<file path="config.mk">
export PLATFORM = sky130hd
export DESIGN_NAME = cpu_interrupt_dispatch
export DESIGN_NICKNAME = d
export VERILOG_FILES = /design/src/cpu_interrupt_dispatch_pkg.sv /design/src/cpu_interrupt_dispatch.sv /design/src/match_address_bank.sv
export VERILOG_INCLUDE_DIRS = /design/src
export SDC_FILE = /design/constraint.sdc
export NUM_CORES = 1
export LEC_CHECK = 0
export BUFFER_PORTS_ARGS = -buffer_cell sky130_fd_sc_hd__buf_2
export CAP_MARGIN = 20
export CORE_MARGIN = 2
export CORE_UTILIZATION = 60
export CTS_CLUSTER_DIAMETER = 200
export DETAILED_ROUTE_END_ITERATION = 6
export GPL_TIMING_DRIVEN = 0
export PLACE_DENSITY = 0.81
export SYNTH_ARGS = -nofsm -noshare
export SYNTH_HDL_FRONTEND = slang
export SYNTH_SLANG_ARGS = --single-unit
</file>
<file path="constraint.sdc">
create_clock -name clk -period 17.2 [get_ports clk]
set_input_delay 2.58 -clock clk [delete_from_list [all_inputs] [get_ports clk]]
set_output_delay 2.58 -clock clk [all_outputs]
set_load 0.005 [all_outputs]
</file>
<file path="src/cpu_interrupt_dispatch_defs.svh">
// Constants of the interrupt dispatch block
`ifndef CPU_INTERRUPT_DISPATCH_DEFS_SVH
`define CPU_INTERRUPT_DISPATCH_DEFS_SVH

// Register byte offsets; OFS_MATCH_BASE is the value of address bits 7:5 for the match window
`define OFS_FLAGS       8'h00
`define OFS_TABLE_BASE  8'h04
`define OFS_EXIT_LEVEL  8'h08
`define OFS_FAST_VECTOR 8'h0c
`define OFS_SAVED_FLAGS 8'h10
`define OFS_SAVED_PC    8'h14
`define OFS_MATCH_EN    8'h18
`define OFS_SRC_PRIO    8'h1c
`define OFS_MATCH_BASE  3'h1

// Processor flag register fields
`define FLG_O   5
`define FLG_I   6
`define FLG_U   7
`define FLG_IPL 12
`define FLG_RESET 16'h0000

// Exit level register fields
`define EXIT_FAST_EN 0
`define EXIT_DMA7    1

// Fixed vector table locations
`define VEC_UNDEF 24'hffffdc
`define VEC_OVF   24'hffffe0
`define VEC_BRK   24'hffffe4
`define VEC_MATCH 24'hffffe8
`define VEC_WDT   24'hfffff0
`define VEC_NMI   24'hfffff8

// Fast path sequence lengths in cycles
`define FAST_ENTRY_CYCLES  5
`define FAST_RETURN_CYCLES 3

`endif

</file>
<file path="src/cpu_interrupt_dispatch_pkg.sv">
// Types shared by the interrupt dispatch block and its users
package cpu_interrupt_dispatch_pkg;

    typedef enum logic [2:0] {
        IK_NONE  = 3'h0,
        IK_UNDEF = 3'h1,
        IK_OVF   = 3'h2,
        IK_BRK   = 3'h3,
        IK_DEBUG_BREAKPOINT_INSTR  = 3'h4,
        IK_SWI   = 3'h5,
        IK_FRET  = 3'h6
    } instr_kind_type;

    typedef enum logic [1:0] {
        ST_IDLE   = 2'h0,
        ST_FENTRY = 2'h1,
        ST_FRET   = 2'h2
    } seq_state_type;

endpackage

</file>
<file path="src/cpu_interrupt_dispatch.sv">
// Interrupt classification and dispatch for the CPU core
//
// The plain strobed port and the register addresses are this design's own decisions.
`timescale 1ns/1ns
`include "cpu_interrupt_dispatch_defs.svh"
module cpu_interrupt_dispatch #(
    parameter int AW       = 24,
    parameter int NUM_SRC  = 8,
    parameter int SRC_BASE = 12
) (
    input  wire logic                clk,
    input  wire logic                srst,
    input  wire logic                ce,
    input  wire logic [7:0]          bus_addr,
    input  wire logic [31:0]         bus_wdata,
    input  wire logic                bus_we,
    input  wire logic                bus_re,
    output logic      [31:0]         bus_rdata,
    input  wire logic                instr_valid,
    input  wire cpu_interrupt_dispatch_pkg::instr_kind_type instr_kind,
    input  wire logic [5:0]          instr_num,
    input  wire logic [AW-1:0]       cur_pc,
    input  wire logic                fetch_first,
    input  wire logic [AW-1:0]       fetch_addr,
    input  wire logic                ovf_we,
    input  wire logic                ovf_val,
    input  wire logic [NUM_SRC-1:0]  periph_req,
    input  wire logic                nmi_pin_n,
    input  wire logic                wdt_underflow,
    input  wire logic                osc_stop,
    input  wire logic                lv_cross,
    output logic                     entry_valid,
    output logic      [AW-1:0]       entry_addr,
    output logic                     entry_table,
    output logic                     entry_push,
    output logic      [15:0]         entry_flags,
    output logic      [AW-1:0]       entry_pc,
    output logic                     ret_valid,
    output logic      [AW-1:0]       ret_pc,
    output logic                     ack_valid,
    output logic      [3:0]          ack_src,
    output logic                     dma23_blocked,
    output logic      [15:0]         flags
);
    localparam logic [2:0] FAST_ENTRY_LOAD = 3'(`FAST_ENTRY_CYCLES - 2);
    localparam logic [2:0] FAST_RET_LOAD   = 3'(`FAST_RETURN_CYCLES - 2);

    cpu_interrupt_dispatch_pkg::seq_state_type state_q;

    logic [15:0]         flg_q;
    logic [AW-1:0]       table_base_q;
    logic                fast_en_q;
    logic                dma7_q;
    logic [AW-1:0]       fast_vec_q;
    logic [15:0]         saved_flags_q;
    logic [AW-1:0]       saved_pc_q;
    logic [7:0]          match_en_q;
    logic [2:0]          prio_q [NUM_SRC];
    logic [2:0]          seq_cnt_q;
    logic                nmi_pin_q;
    logic                nmi_pend_q;
    logic                wdt_pend_q;
    logic                match_hit;
    logic [AW-1:0]       match_rd;
    logic [NUM_SRC-1:0]  elig;
    logic [2:0]          processor_priority_level;
    logic                flag_i;

    // Selection results
    logic                sel_take;
    logic [AW-1:0]       sel_addr;
    logic                sel_table;
    logic                sel_clr_u;
    logic                sel_periph;
    logic                sel_fast;
    logic [3:0]          sel_src;
    logic [2:0]          sel_lvl;
    logic                clr_nmi;
    logic                clr_wdt;
    logic                fret_start;

    logic                idle;
    logic                wr_hit;
    logic                wr_match;

    assign processor_priority_level    = flg_q[`FLG_IPL +: 3];
    assign flag_i = flg_q[`FLG_I];
    assign idle   = state_q == cpu_interrupt_dispatch_pkg::ST_IDLE;
    assign wr_hit = ce && bus_we;
    assign wr_match = wr_hit && bus_addr[7:5] == `OFS_MATCH_BASE;

    match_address_bank #(
        .AW (AW),
        .N  (8)
    ) u_match (
        .clk       (clk),
        .srst      (srst),
        .ce        (ce),
        .wr_en     (wr_match),
        .wr_idx    (bus_addr[4:2]),
        .wr_data   (bus_wdata[AW-1:0]),
        .rd_idx    (bus_addr[4:2]),
        .rd_data   (match_rd),
        .cmp_valid (fetch_first),
        .cmp_addr  (fetch_addr),
        .cmp_en    (match_en_q),
        .hit_q     (match_hit)
    );

    // A request counts only above the current processor level
    for (genvar i = 0; i < NUM_SRC; i++) begin : g_src
        assign elig[i] = periph_req[i] && (prio_q[i] > processor_priority_level);
        always_ff @(posedge clk) begin
            if (srst) begin
                prio_q[i] <= 3'h0;
            end else if (wr_hit && bus_addr == `OFS_SRC_PRIO) begin
                prio_q[i] <= bus_wdata[3*i +: 3];
            end
        end
    end

    // Instruction traps, then special events, then address match, then peripherals
    always_comb begin
        sel_take   = 1'b0;
        sel_addr   = '0;
        sel_table  = 1'b1;
        sel_clr_u  = 1'b0;
        sel_periph = 1'b0;
        sel_fast   = 1'b0;
        sel_src    = 4'h0;
        sel_lvl    = 3'h0;
        clr_nmi    = 1'b0;
        clr_wdt    = 1'b0;
        fret_start = 1'b0;
        for (int k = NUM_SRC - 1; k >= 0; k--) begin
            if (elig[k] && prio_q[k] >= sel_lvl) begin
                sel_lvl = prio_q[k];
                sel_src = 4'(k);
            end
        end
        if (instr_valid) begin
            unique case (instr_kind)
                cpu_interrupt_dispatch_pkg::IK_UNDEF: begin
                    sel_take = 1'b1;
                    sel_addr = `VEC_UNDEF;
                end
                cpu_interrupt_dispatch_pkg::IK_OVF: begin
                    sel_take = flg_q[`FLG_O];
                    sel_addr = `VEC_OVF;
                end
                cpu_interrupt_dispatch_pkg::IK_BRK: begin
                    sel_take = 1'b1;
                    sel_addr = `VEC_BRK;
                end
                cpu_interrupt_dispatch_pkg::IK_SWI: begin
                    sel_take  = 1'b1;
                    // Shares the peripheral table slots for the same number
                    sel_addr  = table_base_q + AW'({instr_num, 2'h0});
                    sel_clr_u = ~instr_num[5];
                end
                cpu_interrupt_dispatch_pkg::IK_FRET: begin
                    fret_start = 1'b1;
                end
                // Debug breakpoint has no effect here
                default: begin
                    sel_take = 1'b0;
                end
            endcase
        end else if (nmi_pend_q) begin
            sel_take = 1'b1;
            sel_addr = `VEC_NMI;
            clr_nmi  = 1'b1;
        end else if (wdt_pend_q) begin
            sel_take = 1'b1;
            sel_addr = `VEC_WDT;
            clr_wdt  = 1'b1;
        end else if (match_hit) begin
            sel_take = 1'b1;
            sel_addr = `VEC_MATCH;
        end else if (flag_i && |elig) begin
            sel_periph = 1'b1;
            sel_clr_u  = 1'b1;
            sel_fast   = fast_en_q && sel_lvl == 3'h7;
            sel_take   = ~sel_fast;
            sel_addr   = table_base_q + AW'({6'(SRC_BASE) + 6'(sel_src), 2'h0});
        end
    end

    // Sequencer for the fast path; normal entries finish in one cycle
    always_ff @(posedge clk) begin
        if (srst) begin
            state_q   <= cpu_interrupt_dispatch_pkg::ST_IDLE;
            seq_cnt_q <= 3'h0;
        end else if (ce) begin
            unique case (state_q)
                cpu_interrupt_dispatch_pkg::ST_IDLE: begin
                    if (fret_start) begin
                        state_q   <= cpu_interrupt_dispatch_pkg::ST_FRET;
                        seq_cnt_q <= FAST_RET_LOAD;
                    end else if (sel_fast) begin
                        state_q   <= cpu_interrupt_dispatch_pkg::ST_FENTRY;
                        seq_cnt_q <= FAST_ENTRY_LOAD;
                    end
                end
                cpu_interrupt_dispatch_pkg::ST_FENTRY,
                cpu_interrupt_dispatch_pkg::ST_FRET: begin
                    if (seq_cnt_q == 3'h0) begin
                        state_q <= cpu_interrupt_dispatch_pkg::ST_IDLE;
                    end else begin
                        seq_cnt_q <= seq_cnt_q - 3'h1;
                    end
                end
                default: begin
                    state_q <= cpu_interrupt_dispatch_pkg::ST_IDLE;
                end
            endcase
        end
    end

    // Falling edge on the external pin, held until serviced; a new edge beats the clear
    always_ff @(posedge clk) begin
        if (srst) begin
            nmi_pin_q  <= 1'b1;
            nmi_pend_q <= 1'b0;
        end else if (ce) begin
            nmi_pin_q <= nmi_pin_n;
            if (nmi_pin_q && !nmi_pin_n) begin
                nmi_pend_q <= 1'b1;
            end else if (idle && clr_nmi) begin
                nmi_pend_q <= 1'b0;
            end
        end
    end

    // Watchdog, oscillation stop and voltage events share one vector
    always_ff @(posedge clk) begin
        if (srst) begin
            wdt_pend_q <= 1'b0;
        end else if (ce) begin
            if (wdt_underflow || osc_stop || lv_cross) begin
                wdt_pend_q <= 1'b1;
            end else if (idle && clr_wdt) begin
                wdt_pend_q <= 1'b0;
            end
        end
    end

    // Processor flags: hardware updates override a same-cycle software write
    always_ff @(posedge clk) begin
        if (srst) begin
            flg_q <= `FLG_RESET;
        end else if (ce) begin
            if (wr_hit && bus_addr == `OFS_FLAGS) begin
                flg_q <= bus_wdata[15:0];
            end
            if (ovf_we) begin
                flg_q[`FLG_O] <= ovf_val;
            end
            if (idle && (sel_take || sel_fast)) begin
                if (sel_clr_u) begin
                    flg_q[`FLG_U] <= 1'b0;
                end
                // Raising the level stops the same request being taken twice
                if (sel_periph) begin
                    flg_q[`FLG_IPL +: 3] <= sel_lvl;
                end
            end
            if (state_q == cpu_interrupt_dispatch_pkg::ST_FRET && seq_cnt_q == 3'h0) begin
                flg_q <= saved_flags_q;
            end
        end
    end

    // Software-side configuration registers
    always_ff @(posedge clk) begin
        if (srst) begin
            table_base_q <= '0;
            fast_en_q    <= 1'b0;
            dma7_q       <= 1'b0;
            fast_vec_q   <= '0;
            match_en_q   <= 8'h00;
        end else if (wr_hit) begin
            unique case (bus_addr)
                `OFS_TABLE_BASE: table_base_q <= bus_wdata[AW-1:0];
                `OFS_EXIT_LEVEL: begin
                    fast_en_q <= bus_wdata[`EXIT_FAST_EN];
                    dma7_q    <= bus_wdata[`EXIT_DMA7];
                end
                `OFS_FAST_VECTOR: fast_vec_q <= bus_wdata[AW-1:0];
                `OFS_MATCH_EN:    match_en_q <= bus_wdata[7:0];
                default: begin
                    table_base_q <= table_base_q;
                end
            endcase
        end
    end

    // Saved copies for the fast path; these occupy the storage of two DMA channels
    always_ff @(posedge clk) begin
        if (srst) begin
            saved_flags_q <= 16'h0000;
            saved_pc_q    <= '0;
            dma23_blocked <= 1'b0;
        end else if (ce) begin
            dma23_blocked <= fast_en_q;
            if (idle && sel_fast) begin
                saved_flags_q <= flg_q;
                saved_pc_q    <= cur_pc;
            end
        end
    end

    // Entry, return and acknowledge outputs
    always_ff @(posedge clk) begin
        if (srst) begin
            entry_valid <= 1'b0;
            entry_addr  <= '0;
            entry_table <= 1'b0;
            entry_push  <= 1'b0;
            entry_flags <= 16'h0000;
            entry_pc    <= '0;
            ret_valid   <= 1'b0;
            ret_pc      <= '0;
            ack_valid   <= 1'b0;
            ack_src     <= 4'h0;
        end else if (ce) begin
            entry_valid <= 1'b0;
            entry_push  <= 1'b0;
            ret_valid   <= 1'b0;
            ack_valid   <= 1'b0;
            if (idle && sel_take) begin
                entry_valid <= 1'b1;
                entry_addr  <= sel_addr;
                entry_table <= sel_table;
                entry_push  <= 1'b1;
                entry_flags <= flg_q;
                entry_pc    <= cur_pc;
            end
            if (idle && sel_periph) begin
                ack_valid <= 1'b1;
                ack_src   <= sel_src;
            end
            if (state_q == cpu_interrupt_dispatch_pkg::ST_FENTRY && seq_cnt_q == 3'h0) begin
                entry_valid <= 1'b1;
                entry_addr  <= fast_vec_q;
                entry_table <= 1'b0;
                entry_flags <= saved_flags_q;
                entry_pc    <= saved_pc_q;
            end
            if (state_q == cpu_interrupt_dispatch_pkg::ST_FRET && seq_cnt_q == 3'h0) begin
                ret_valid <= 1'b1;
                ret_pc    <= saved_pc_q;
            end
        end
    end

    assign flags = flg_q;

    // Read data stand in the cycle after the strobe; unmapped reads give zero
    always_ff @(posedge clk) begin
        if (srst) begin
            bus_rdata <= 32'h0000_0000;
        end else if (ce) begin
            bus_rdata <= 32'h0000_0000;
            if (bus_re) begin
                if (bus_addr[7:5] == `OFS_MATCH_BASE) begin
                    bus_rdata <= 32'(match_rd);
                end else begin
                    unique case (bus_addr)
                        `OFS_FLAGS:       bus_rdata <= 32'(flg_q);
                        `OFS_TABLE_BASE:  bus_rdata <= 32'(table_base_q);
                        `OFS_EXIT_LEVEL:  bus_rdata <= {30'h0, dma7_q, fast_en_q};
                        `OFS_FAST_VECTOR: bus_rdata <= 32'(fast_vec_q);
                        `OFS_SAVED_FLAGS: bus_rdata <= 32'(saved_flags_q);
                        `OFS_SAVED_PC:    bus_rdata <= 32'(saved_pc_q);
                        `OFS_MATCH_EN:    bus_rdata <= 32'(match_en_q);
                        `OFS_SRC_PRIO: begin
                            for (int k = 0; k < NUM_SRC; k++) begin
                                bus_rdata[3*k +: 3] <= prio_q[k];
                            end
                        end
                        default: bus_rdata <= 32'h0000_0000;
                    endcase
                end
            end
        end
    end
endmodule

</file>
<file path="src/match_address_bank.sv">
// Address match store: one compare per channel, registered hit
`timescale 1ns/1ns
module match_address_bank #(
    parameter int AW = 24,
    parameter int N  = 8
) (
    input  wire logic          clk,
    input  wire logic          srst,
    input  wire logic          ce,
    input  wire logic          wr_en,
    input  wire logic [2:0]    wr_idx,
    input  wire logic [AW-1:0] wr_data,
    input  wire logic [2:0]    rd_idx,
    output logic      [AW-1:0] rd_data,
    input  wire logic          cmp_valid,
    input  wire logic [AW-1:0] cmp_addr,
    input  wire logic [N-1:0]  cmp_en,
    output logic               hit_q
);
    logic [AW-1:0] entry_q [N];
    logic [N-1:0]  hit_vec;

    for (genvar i = 0; i < N; i++) begin : g_ch
        always_ff @(posedge clk) begin
            if (srst) begin
                entry_q[i] <= '0;
            end else if (ce && wr_en && wr_idx == 3'(i)) begin
                entry_q[i] <= wr_data;
            end
        end
        assign hit_vec[i] = cmp_en[i] && entry_q[i] == cmp_addr;
    end

    assign rd_data = entry_q[rd_idx];

    // Compare only on the first byte of an instruction
    always_ff @(posedge clk) begin
        if (srst) begin
            hit_q <= 1'b0;
        end else if (ce) begin
            hit_q <= cmp_valid && (|hit_vec);
        end
    end
endmodule

</file>
# Word level (Yosys, flattened, before mapping)
# Memories as Yosys holds them, arrays and structs flattened.
# Index checks and enable logic that the tools add are counted.
# classes
n_reduce_logical	81
n_bitwise	18
magnitude_cmp	16
add_sub_neg	4
eq_ne	34
muxes	126
# op_table
op	n
24-bit two-way mux	19
24-bit equality test	8
24-bit one-hot mux with 8 select lines	1
24-bit one-hot mux with 4 select lines	1
1-bit two-way mux	66
3-bit two-way mux	22
16-bit two-way mux	4
1-bit logical AND	49
8-bit by 5-bit equality test with 1-bit output, second input constant	4
4-bit two-way mux	7
24-bit by 7-bit adder with 24-bit output	1
24-bit by 8-bit adder with 24-bit output	1
3-bit > comparator	8
2-bit AND reduction	12
3-bit equality test, second input constant	7
3-bit greater-or-equal comparator	7
8-bit by 4-bit equality test with 1-bit output, second input constant	2
1-bit OR	16
8-bit OR reduction	2
3-bit by 2-bit equality test with 1-bit output, second input constant	4
2-bit nonzero test	5
3-bit by 1-bit equality test with 1-bit output, second input constant	3
8-bit by 3-bit equality test with 1-bit output, second input constant	1
8-bit logical NOT	1
21 further kinds	28
# totals
reg_bits	253
in_bits	118
wordCells	309
ram_bits	216
memories	2
# memory_table
memory	depth	width	rd	rd_ports_with_merged_regs	write_ports	line_no	rtl
u_match.entry_q	8	24	9	0	8	match_address_bank.sv:20	logic [AW-1:0] entry_q [N];
prio_q	8	3	8	0	8	cpu_interrupt_dispatch.sv:58	logic [2:0] prio_q [NUM_SRC];

# Logic depth before layout (Yosys ltp)
# Gate-level depths: netlist of the first run.
# An unclocked memory read counts as a cell.
# depth
word_depth	38
ltp_mapped	71
mapped_depth_nobuf	68

# By module
# A second synthesis of the first run with hierarchy kept.
# hier_totals
hier_cells	2596
area_unflattened_um2	25908.6
# modules_own_cells
mod	seq_area_each_um2	cells_each	instances	area_each_um2
cpu_interrupt_dispatch	5585.4	1786	1	14799.2
match_address_bank	5785.5	810	1	11109.4

# Least setup slack after synthesis of the first run
# Ideal clock, no wire load.
# synth_path
path_kind	input to register
startpoint	in periph_req[7]
endpoint	reg entry_addr[19]
setup_slack_ps	2718
t_required_ps	17115
stages	68
setup_ps	85
arrival_time_ps	14398
cell_sequence	inv_1 > a211o_1 > nor2_1 > ha_1 > or3b_1 > a21oi_1 > or3_1 > buf_6 > mux2i_1 > inv_1 > ha_1 > nand2b_1 > o21ai_0 > nor2_1 > inv_1 > o211a_1 > nor2_1 > ha_1 > [... 32 more ...] > o21ai_0 > nand2_1 > o21bai_1 > inv_1 > ha_1 > a21o_1 > a21o_1 > a21o_1 > a21oi_1 > nor2_1 > and3_1 > clkbuf_1 > nor3b_1 > xor2_1 > a21oi_1 > o221ai_1 > o21ai_0 > o31ai_2
# synth_via
word_cells_on_any_way	54
classes_between	add/sub (2); order compare (7); eq/ne (1); mux (28); bitwise (1); reduce/logical (15)
# synth_lines
element	line_no	rtl
start, declared	cpu_interrupt_dispatch.sv:27	input wire logic [NUM_SRC-1:0] periph_req,
1-bit logical AND *	cpu_interrupt_dispatch.sv:112	assign elig[i] = periph_req[i] && (prio_q[i] > processor_priority_level);
1-bit logical AND *	cpu_interrupt_dispatch.sv:136	if (elig[k] && prio_q[k] >= sel_lvl) begin
3-bit two-way mux	cpu_interrupt_dispatch.sv:136	
3-bit greater-or-equal comparator	cpu_interrupt_dispatch.sv:136	
1-bit logical AND	cpu_interrupt_dispatch.sv:136	
3-bit two-way mux	cpu_interrupt_dispatch.sv:136	
3-bit greater-or-equal comparator	cpu_interrupt_dispatch.sv:136	
1-bit logical AND	cpu_interrupt_dispatch.sv:136	
[... 16 more ...]	n/a	
net sel_src[1]	cpu_interrupt_dispatch.sv:76	logic [3:0] sel_src;
[... 1 more ...]	n/a	
24-bit by 7-bit adder with 24-bit output *	cpu_interrupt_dispatch.sv:185	sel_addr = table_base_q + AW'({6'(SRC_BASE) + 6'(sel_src), 2'h0});
24-bit two-way mux *	cpu_interrupt_dispatch.sv:180	end else if (flag_i && |elig) begin
24-bit two-way mux *	cpu_interrupt_dispatch.sv:177	end else if (match_hit) begin
24-bit two-way mux *	cpu_interrupt_dispatch.sv:173	end else if (wdt_pend_q) begin
24-bit two-way mux *	cpu_interrupt_dispatch.sv:169	end else if (nmi_pend_q) begin
24-bit two-way mux *	cpu_interrupt_dispatch.sv:141	if (instr_valid) begin
24-bit two-way mux *	cpu_interrupt_dispatch.sv:331	if (idle && sel_take) begin
24-bit two-way mux *	cpu_interrupt_dispatch.sv:343	if (state_q == cpu_interrupt_dispatch_pkg::ST_FENTRY && seq_cnt_q == 3'h0) begin
end signal, assigned	cpu_interrupt_dispatch.sv:333	entry_addr <= sel_addr;
end signal, assigned	cpu_interrupt_dispatch.sv:345	entry_addr <= fast_vec_q;
end, declared	cpu_interrupt_dispatch.sv:33	output logic [AW-1:0] entry_addr,
# The timed path passes the listed nets; every way through them passes the cells marked *. The select of a mux whose other input is x is not followed.
# A chain may end at the register's enable or synchronous reset.

# Worst setup path after layout of the first run
# layout_path
startpoint	in periph_req[7]
endpoint	reg entry_addr[18]
# The elaborated chain is that of the path after synthesis.

==> impl_results.md, run 1 <==
* Fmax at 0.0613 GHz
* Synth top area share at 24.6%
* Post-CTS Setup Bufs at 0
* Maximum number of pins on one net before global-route repair at 25
* CP Launch Type: primary input
* Avg Cell Area, Syn at 9.81 um2
* Top FF cell, synth: dfxtp_1
* Io pins at 264
* CP dominant cell by count: ha_1
* Final hold vios at 0
* MaxCap Viol Count at 0
* Post-DP HPWL at 81500 um
* Die height at 213 um
* Rows at 76
* TritonCTS Buffers at 49
* Post-synth EDFFs at 216
* HP Class: flop to flop
* Overall Power at 2.82 mW
* Relative slew slack at 17.7%
* Total Wirelength at 106000 um
* Fin Setup TNS at 0 ns
* RD Place Congestion at 1.12
* Max VDD drop at 0.0000928 V
* Tmin final at 16.33 ns
* Final net count at 3140
* Status: finished clean
* Least-Margin Pin Slew at 1.23 ns
* Final setup vio count at 0
* Post-DP Area at 28300 um2
* Hold depth at 2
* CP Data Required Time at 17.74 ns
* Antenna Nets Post-Route at 0
* Most common cell in the netlist: nand2_1
* FF-to-FF path depth at 64
* First-pass GRT wire length at 150000 um
* Initial antenna violation count at 5
* Wire per inst at 29.6 um
* Die Wd at 213 um
* Initial Utilization at 61.0%
* Worst path depth at 63
* Vias at 24185
* WP data arrival at 16.87 ns
* Crit-path max FO at 8
* Leakage power at 11.1 nW
* Seq cells post-synth at 460
* Setup crit end kind: flop
* Cells after synthesis at 2681
* Vias in the first global route at 22937
* RSZ-0062 raised after global routing: false
* Synth-to-layout area growth at 14.1%
* Core footprint at 43200 um2
* Max clock buf depth at 3
* Ys async rst share at 0%
* Final period utilization at 94.9%
* Critical Path Max Stage Delay at 0.64 ns
* Critical path buffer and inverter count at 6
* CTS tree: yes
* Die area at 45500 um2
* Yosys cell types at 86
* Layout cells sized above 1 at 16.1%
* Root buffer cell: clkbuf_16
* Pwr dens at 94.0 nW/um2
* Clk_lat worst skew at 0.62 ns
* Critical path's top delay family: compound AO/OA/AOI/OAI gates
* Clk sinks at 460
* Filler cells at 3405
* Dominant cells by area after synthesis: edfxtp_1, dfxtp_1, and2_1, nand2_1, mux4_2
* Slew Limit Fails at 0
* Post-synth top cells: nand2_1, dfxtp_1, and2_1
* DRC Markers at 0
* Vias/cell at 6.73
* Post-synthesis sequential area ratio at 43.2%
* Post-Route Skew at 0.0260 ns
* H-tree depth at 2
* PortBufs at 217
* Placed insts at 3496
* Setup Crit Path Kind: primary input to flop
* Gr usage total at 46.2%
* Finished Layout Cells at 3594
* Initial DRC count at 3350
* Syn Std Cell Area at 26300 um2
* Cell accounting for the most synthesized area: edfxtp_1
* DR pass1 iterations at 7
* Gr ovfl total at 0
* Cell area after layout at 30000 um2
* Slowest cell on crit path: a21oi_1
* Worst-path clk slew at 0.06 ns
* Yosys warns at 0
[state kept, by name, summed over array words and instances, names as in the netlist, 24 cells and up]
name             flops
entry_pc            24
ret_pc              24
entry_addr          24
prio_q              24
saved_pc_q          24
fast_vec_q          24
u_match.entry_q    192
bus_rdata           24
table_base_q        24
[routing by layer]
metal | part of all wire, % | vias to the layer above | GRT usage (%) | wire [um]
li1 | - | 10187 | - | -
met1 | 34 | 11533 | 55.5 | 36700
met2 | 45 | 1931 | 72.6 | 47400
met3 | 11 | 534 | 9.18 | 11900
met4 | 9.8 | 0 | 37.5 | 10400
met5 | 0 | - | 0 | 0
[cells in the final DEF, fill, tap and decap left out, types with 12 or more instances in the layout]
cell type,Yosys,layout
nand2_1,326,326
dfxtp_1,244,244
and2_1,226,226
buf_2,6,223
edfxtp_1,216,216
clkbuf_1,195,202
a21oi_1,175,175
nor2_1,162,162
xor2_1,135,135
xnor2_1,96,96
mux2i_1,89,89
o21ai_0,68,67
ha_1,57,57
mux4_2,54,54
clkbuf_16,0,52
nor4_1,43,42
nor3_1,41,41
inv_1,40,40
nor3_2,38,38
a311oi_1,37,37
nand4_1,35,35
nand3_1,33,33
a22oi_1,26,26
o21a_1,24,24
nand4b_1,22,22
o221ai_1,20,20
o31ai_2,20,20
a221oi_1,18,18
nand2b_1,17,17
clkinv_1,0,15
buf_4,11,14
buf_1,12,12
[final timing paths]
path	end	from	slack (ns)
max	entry_addr[18]	periph_req[7]	0.87
min	ret_pc[17]	ret_pc[17]	0.45
max reg2reg	entry_addr[18]	flags[14]	1.14
min reg2reg	ret_pc[17]	ret_pc[17]	0.45
[report_power, final]
group	internal (mW)	leakage [nW]	total, mW	switching [mW]
Clock	0.657	0.815	1.12	0.467
Combinational	0.166	6.28	0.474	0.309
Sequential	1.19	4.03	1.22	0.0374
Total	2.01	11.1	2.82	0.813
[worst min-delay path, cell delays in order (launching register included)]
cell and delay (ns):
dfxtp_1 0.31, nand2_1 0.05, a21oi_1 0.05
[kinds of logic (layout without fill, tap and decap cells)]
kind of cell | Yosys count | in the layout | synth area share (%)
flops | 460 | 460 | 43.2
mux | 151 | 151 | 8.36
fa+ha+maj | 59 | 59 | 2.86
simple gates | 994 | 994 | 19.6
buf+inv | 276 | 590 | 4.51
compound gates | 509 | 509 | 13.8
xor+xnor | 231 | 231 | 7.69
other cells | 1 | 15 | 0.0143
[metrics by stage]
| step | hold WS, ns | util (%) | setup slack, ns |
|---|---|---|---|
| floorplan | 0.446 | - | 2.72 |
| global placement | 0.441 | 65.2 | 0.206 |
| detailed placement | 0.445 | 65.6 | 0.192 |
| CTS | 0.453 | 69.4 | 0.783 |
| global route | 0.475 | 69.5 | 0.116 |
| finish | 0.453 | 69.5 | 0.874 |
[cell type report]
| cell class | count | area (um2) | share of cell area [%] |
|---|---|---|---|
| Antenna cell | 6 | 15.0 | 0.0500 |
| Buffer | 236 | 1040 | 3.45 |
| Clock buffer | 60 | 1340 | 4.47 |
| Clock inverter | 31 | 323 | 1.08 |
| Inverter | 40 | 150 | 0.500 |
| Multi-Input combinational cell | 1953 | 13900 | 46.3 |
| Sequential cell | 460 | 11400 | 37.9 |
| Tap cell | 585 | 732 | 2.44 |
| Timing Repair Buffer | 223 | 1170 | 3.88 |
[what timing repair did]
action	4_1_cts	5_1_grt
hold buffers	0	0
endpoints found under the setup margin	0	12
resized for setup	0	2
Note: power is estimated with default switching activity, not from simulation.
==> run 2, diff against run 1 <==
--- a/config.mk
+++ b/config.mk
@@ -16,4 +16,5 @@
 export PLACE_DENSITY = 0.81
 export SYNTH_ARGS = -nofsm -noshare
 export SYNTH_HDL_FRONTEND = slang
+export SYNTH_HIERARCHICAL = 1
 export SYNTH_SLANG_ARGS = --single-unit
==> impl_results.md, run 2 <==
* Initial DRC count at 3321 (-0.87%)
* Die Wd at 212 um (-0.76%)
* Post-synth top cells: nand2_1, dfxtp_1, nor2_1
* Commonest non-fill, non-tap cell in the layout: nand2_1
* Tmin final at 16.21 ns (-0.114 ns)
* Relative slew slack at 23.7% (+6.0 points)
* Total Wirelength at 102000 um (-3.9%)
* Final hold vios at 0 (unchanged)
* Pwr dens at 93.4 nW/um2 (-0.60%)
* First-pass GRT wire length at 146000 um (-2.8%)
* Cell accounting for the most synthesized area: edfxtp_1
* Gr ovfl total at 0 (unchanged)
* Setup Crit Path Kind: primary input to flop
* Hold depth at 2 (unchanged)
* Post-synth EDFFs at 216 (unchanged)
* Final period utilization at 94.3% (-0.66 points)
* Overall Power at 2.77 mW (-1.9%)
* Final setup vio count at 0 (unchanged)
* Slowest cell on crit path: o21a_1
* CP Launch Type: primary input
* Setup crit end kind: flop
* Initial antenna violation count at 5 (unchanged)
* Leakage power at 10.9 nW (-1.9%)
* Synth-to-layout area growth at 14.4%
* DRC Markers at 0 (unchanged)
* Cells after synthesis at 2596 (-3.2%)
* Final worst slack at 0.988 ns (+0.114 ns)
* Post-Route Skew at 0.0269 ns (+0.000950 ns)
* Cell area after layout at 29600 um2 (-1.3%)
* HP Class: flop to flop
* Vias at 23128 (-4.4%)
* Synth top area share at 25.0% (+0.39 points)
* RD Place Congestion at 1.04 (-6.9%)
* Gr usage total at 45.4% (-0.83 points)
* Yosys warns at 6 (+6)
* Maximum number of pins on one net before global-route repair at 25 (unchanged)
* Max VDD drop at 0.0000870 V (-6.3%)
* Leading cell types in the layout, fill and taps excluded: nand2_1, buf_2, dfxtp_1
* Status: finished clean
* Fmax at 0.0617 GHz (+0.70%)
* RSZ-0062 raised after global routing: false
* Die height at 212 um (-0.76%)
* Clk_lat worst skew at 0.62 ns (about the same)
* Wire per inst at 29.1 um (-1.6%)
* H-tree depth at 2 (unchanged)
* WP data arrival at 16.75 ns (-0.12 ns)
* DR pass1 iterations at 6 (-1)
* Post-DP HPWL at 77900 um (-4.5%)
* Post-synthesis sequential area ratio at 43.9% (+0.68 points)
* Die area at 44900 um2 (-1.5%)
* Layout cells sized above 1 at 18.2% (+2.1 points)
* Slew Limit Fails at 0 (unchanged)
* Vias/cell at 6.59 (-2.1%)
* Root buffer cell: clkbuf_16
* CP dominant cell by count: ha_1
* CTS tree: yes
* Max reg flops at 192 (unchanged)
* Yosys cell types at 89 (+3.5%)
* Ys async rst share at 0% (unchanged)
* Io pins at 264 (unchanged)
* Vias in the first global route at 21985 (-4.2%)
* Rows at 76 (unchanged)
* Antenna Nets Post-Route at 0 (unchanged)
* Post-CTS Setup Bufs at 0 (unchanged)
* Fin Setup TNS at 0 ns (unchanged)
* Clk sinks at 460 (unchanged)
* TritonCTS Buffers at 49 (unchanged)
* Crit-path max FO at 9 (+1)
* Final net count at 3061 (-2.5%)
* Top FF cell, synth: dfxtp_1
* Critical Path Max Stage Delay at 0.47 ns (-0.17 ns)
* Placed insts at 3417 (-2.3%)
* CP Data Required Time at 17.73 ns (about the same)
* Post_cts resized at 0 (unchanged)
* Seq cells post-synth at 460 (unchanged)
* Pre-CTS setup slack at 0.209 ns (+0.0173 ns)
* Worst-path clk slew at 0.06 ns (about the same)
* PortBufs at 222 (+2.3%)
* Max clock buf depth at 3 (unchanged)
* Hold buffers post-CTS at 0 (unchanged)
* Core footprint at 42900 um2 (-0.66%)
* FF-to-FF path depth at 62 (-3.1%)
* Reg with most FFs: u_match/entry_q
* Initial Utilization at 60.4% (-0.54 points)
* Post-DP Area at 27900 um2 (-1.4%)
* Finished Layout Cells at 3510 (-2.3%)
* Dominant cells by area after synthesis: edfxtp_1, dfxtp_1, xnor2_1, and2_1, nand2_1
* MaxCap Viol Count at 0 (unchanged)
* Most common cell in the netlist: nand2_1
* Syn Std Cell Area at 25900 um2 (-1.5%)
* Avg Cell Area, Syn at 9.98 um2 (+1.7%)
* Least-Margin Pin Slew at 1.14 ns (-0.0993 ns)
==> run 2: changes by cell type in the layout (fill, tap and decap cells not counted), sizes merged, moves of 20 or more <==
cell    delta
nor2      +65
buf       +35
xor2     -118
nor3      -59
xnor2    +118
nand4b    -20
clkbuf    -69
a21oi     -36
a22oi     +43
mux2      +28
==> run 2: power by group <==
part	switching, mW	leakage (nW)	internal [mW]
clock network	0.465	0.817	0.631
registers	0.0405	4.03	1.19
logic	0.275	6.07	0.170
total	0.781	10.9	1.99
==> run 2: final timing paths <==
kind | slack [ns] | from | end
worst max-delay path | 0.99 | periph_req[7] | entry_addr[18]
worst max register to register | 1.34 | flags[14] | entry_addr[18]
worst min register to register | 0.45 | ret_pc[7] | ret_pc[7]
worst min-delay path | 0.45 | ret_pc[7] | ret_pc[7]
==> run 2: cell families after synthesis <==
logic type	share of synthesized area, %
AO/OA/AOI/OAI	13.6
XOR/XNOR	7.81
adder cells (fa/ha/maj)	2.91
buffers and inverters	4.54
flip-flops	43.9
multiplexers	8.77
other	0.0145
AND/OR/NAND/NOR	18.5
==> run 2: routing by layer <==
metal | vias up | part of all wire [%] | global-route usage, %
met5 | - | 0.011 | 0
met4 | 2 | 6.3 | 24.7
met3 | 327 | 14 | 12.1
met2 | 1679 | 43 | 67.5
met1 | 11255 | 37 | 60.6
li1 | 9865 | - | -
==> run 2: final cells by class <==
cell class,count,area [um2]
timing repair buffer,229,1200
clock buffer,68,1400
sequential,460,11400
clock inverter,23,255
multi-input combinational,1908,13500
inverter,48,180
buffer,188,997
tap,585,732
antenna,1,2.50
fill,3390,13300
==> run 2: critical path, delay by kind of cell <==
kind                     cells  cell delay, ns
buffers and inverters        3            0.20
XOR/XNOR                     1            0.16
adder cells (fa/ha/maj)      9            2.75
multiplexers                 7            2.40
AO/OA/AOI/OAI               24            6.12
AND/OR/NAND/NOR             17            2.51
==> run 2: through the flow <==
stage / hold slack (ns) / utilization, %
finish: 0.453 / 69.1
global route: 0.468 / 69.1
CTS: 0.453 / 69.0
detailed placement: 0.445 / 65.1
global placement: 0.440 / 64.8
floorplan: 0.435 / -
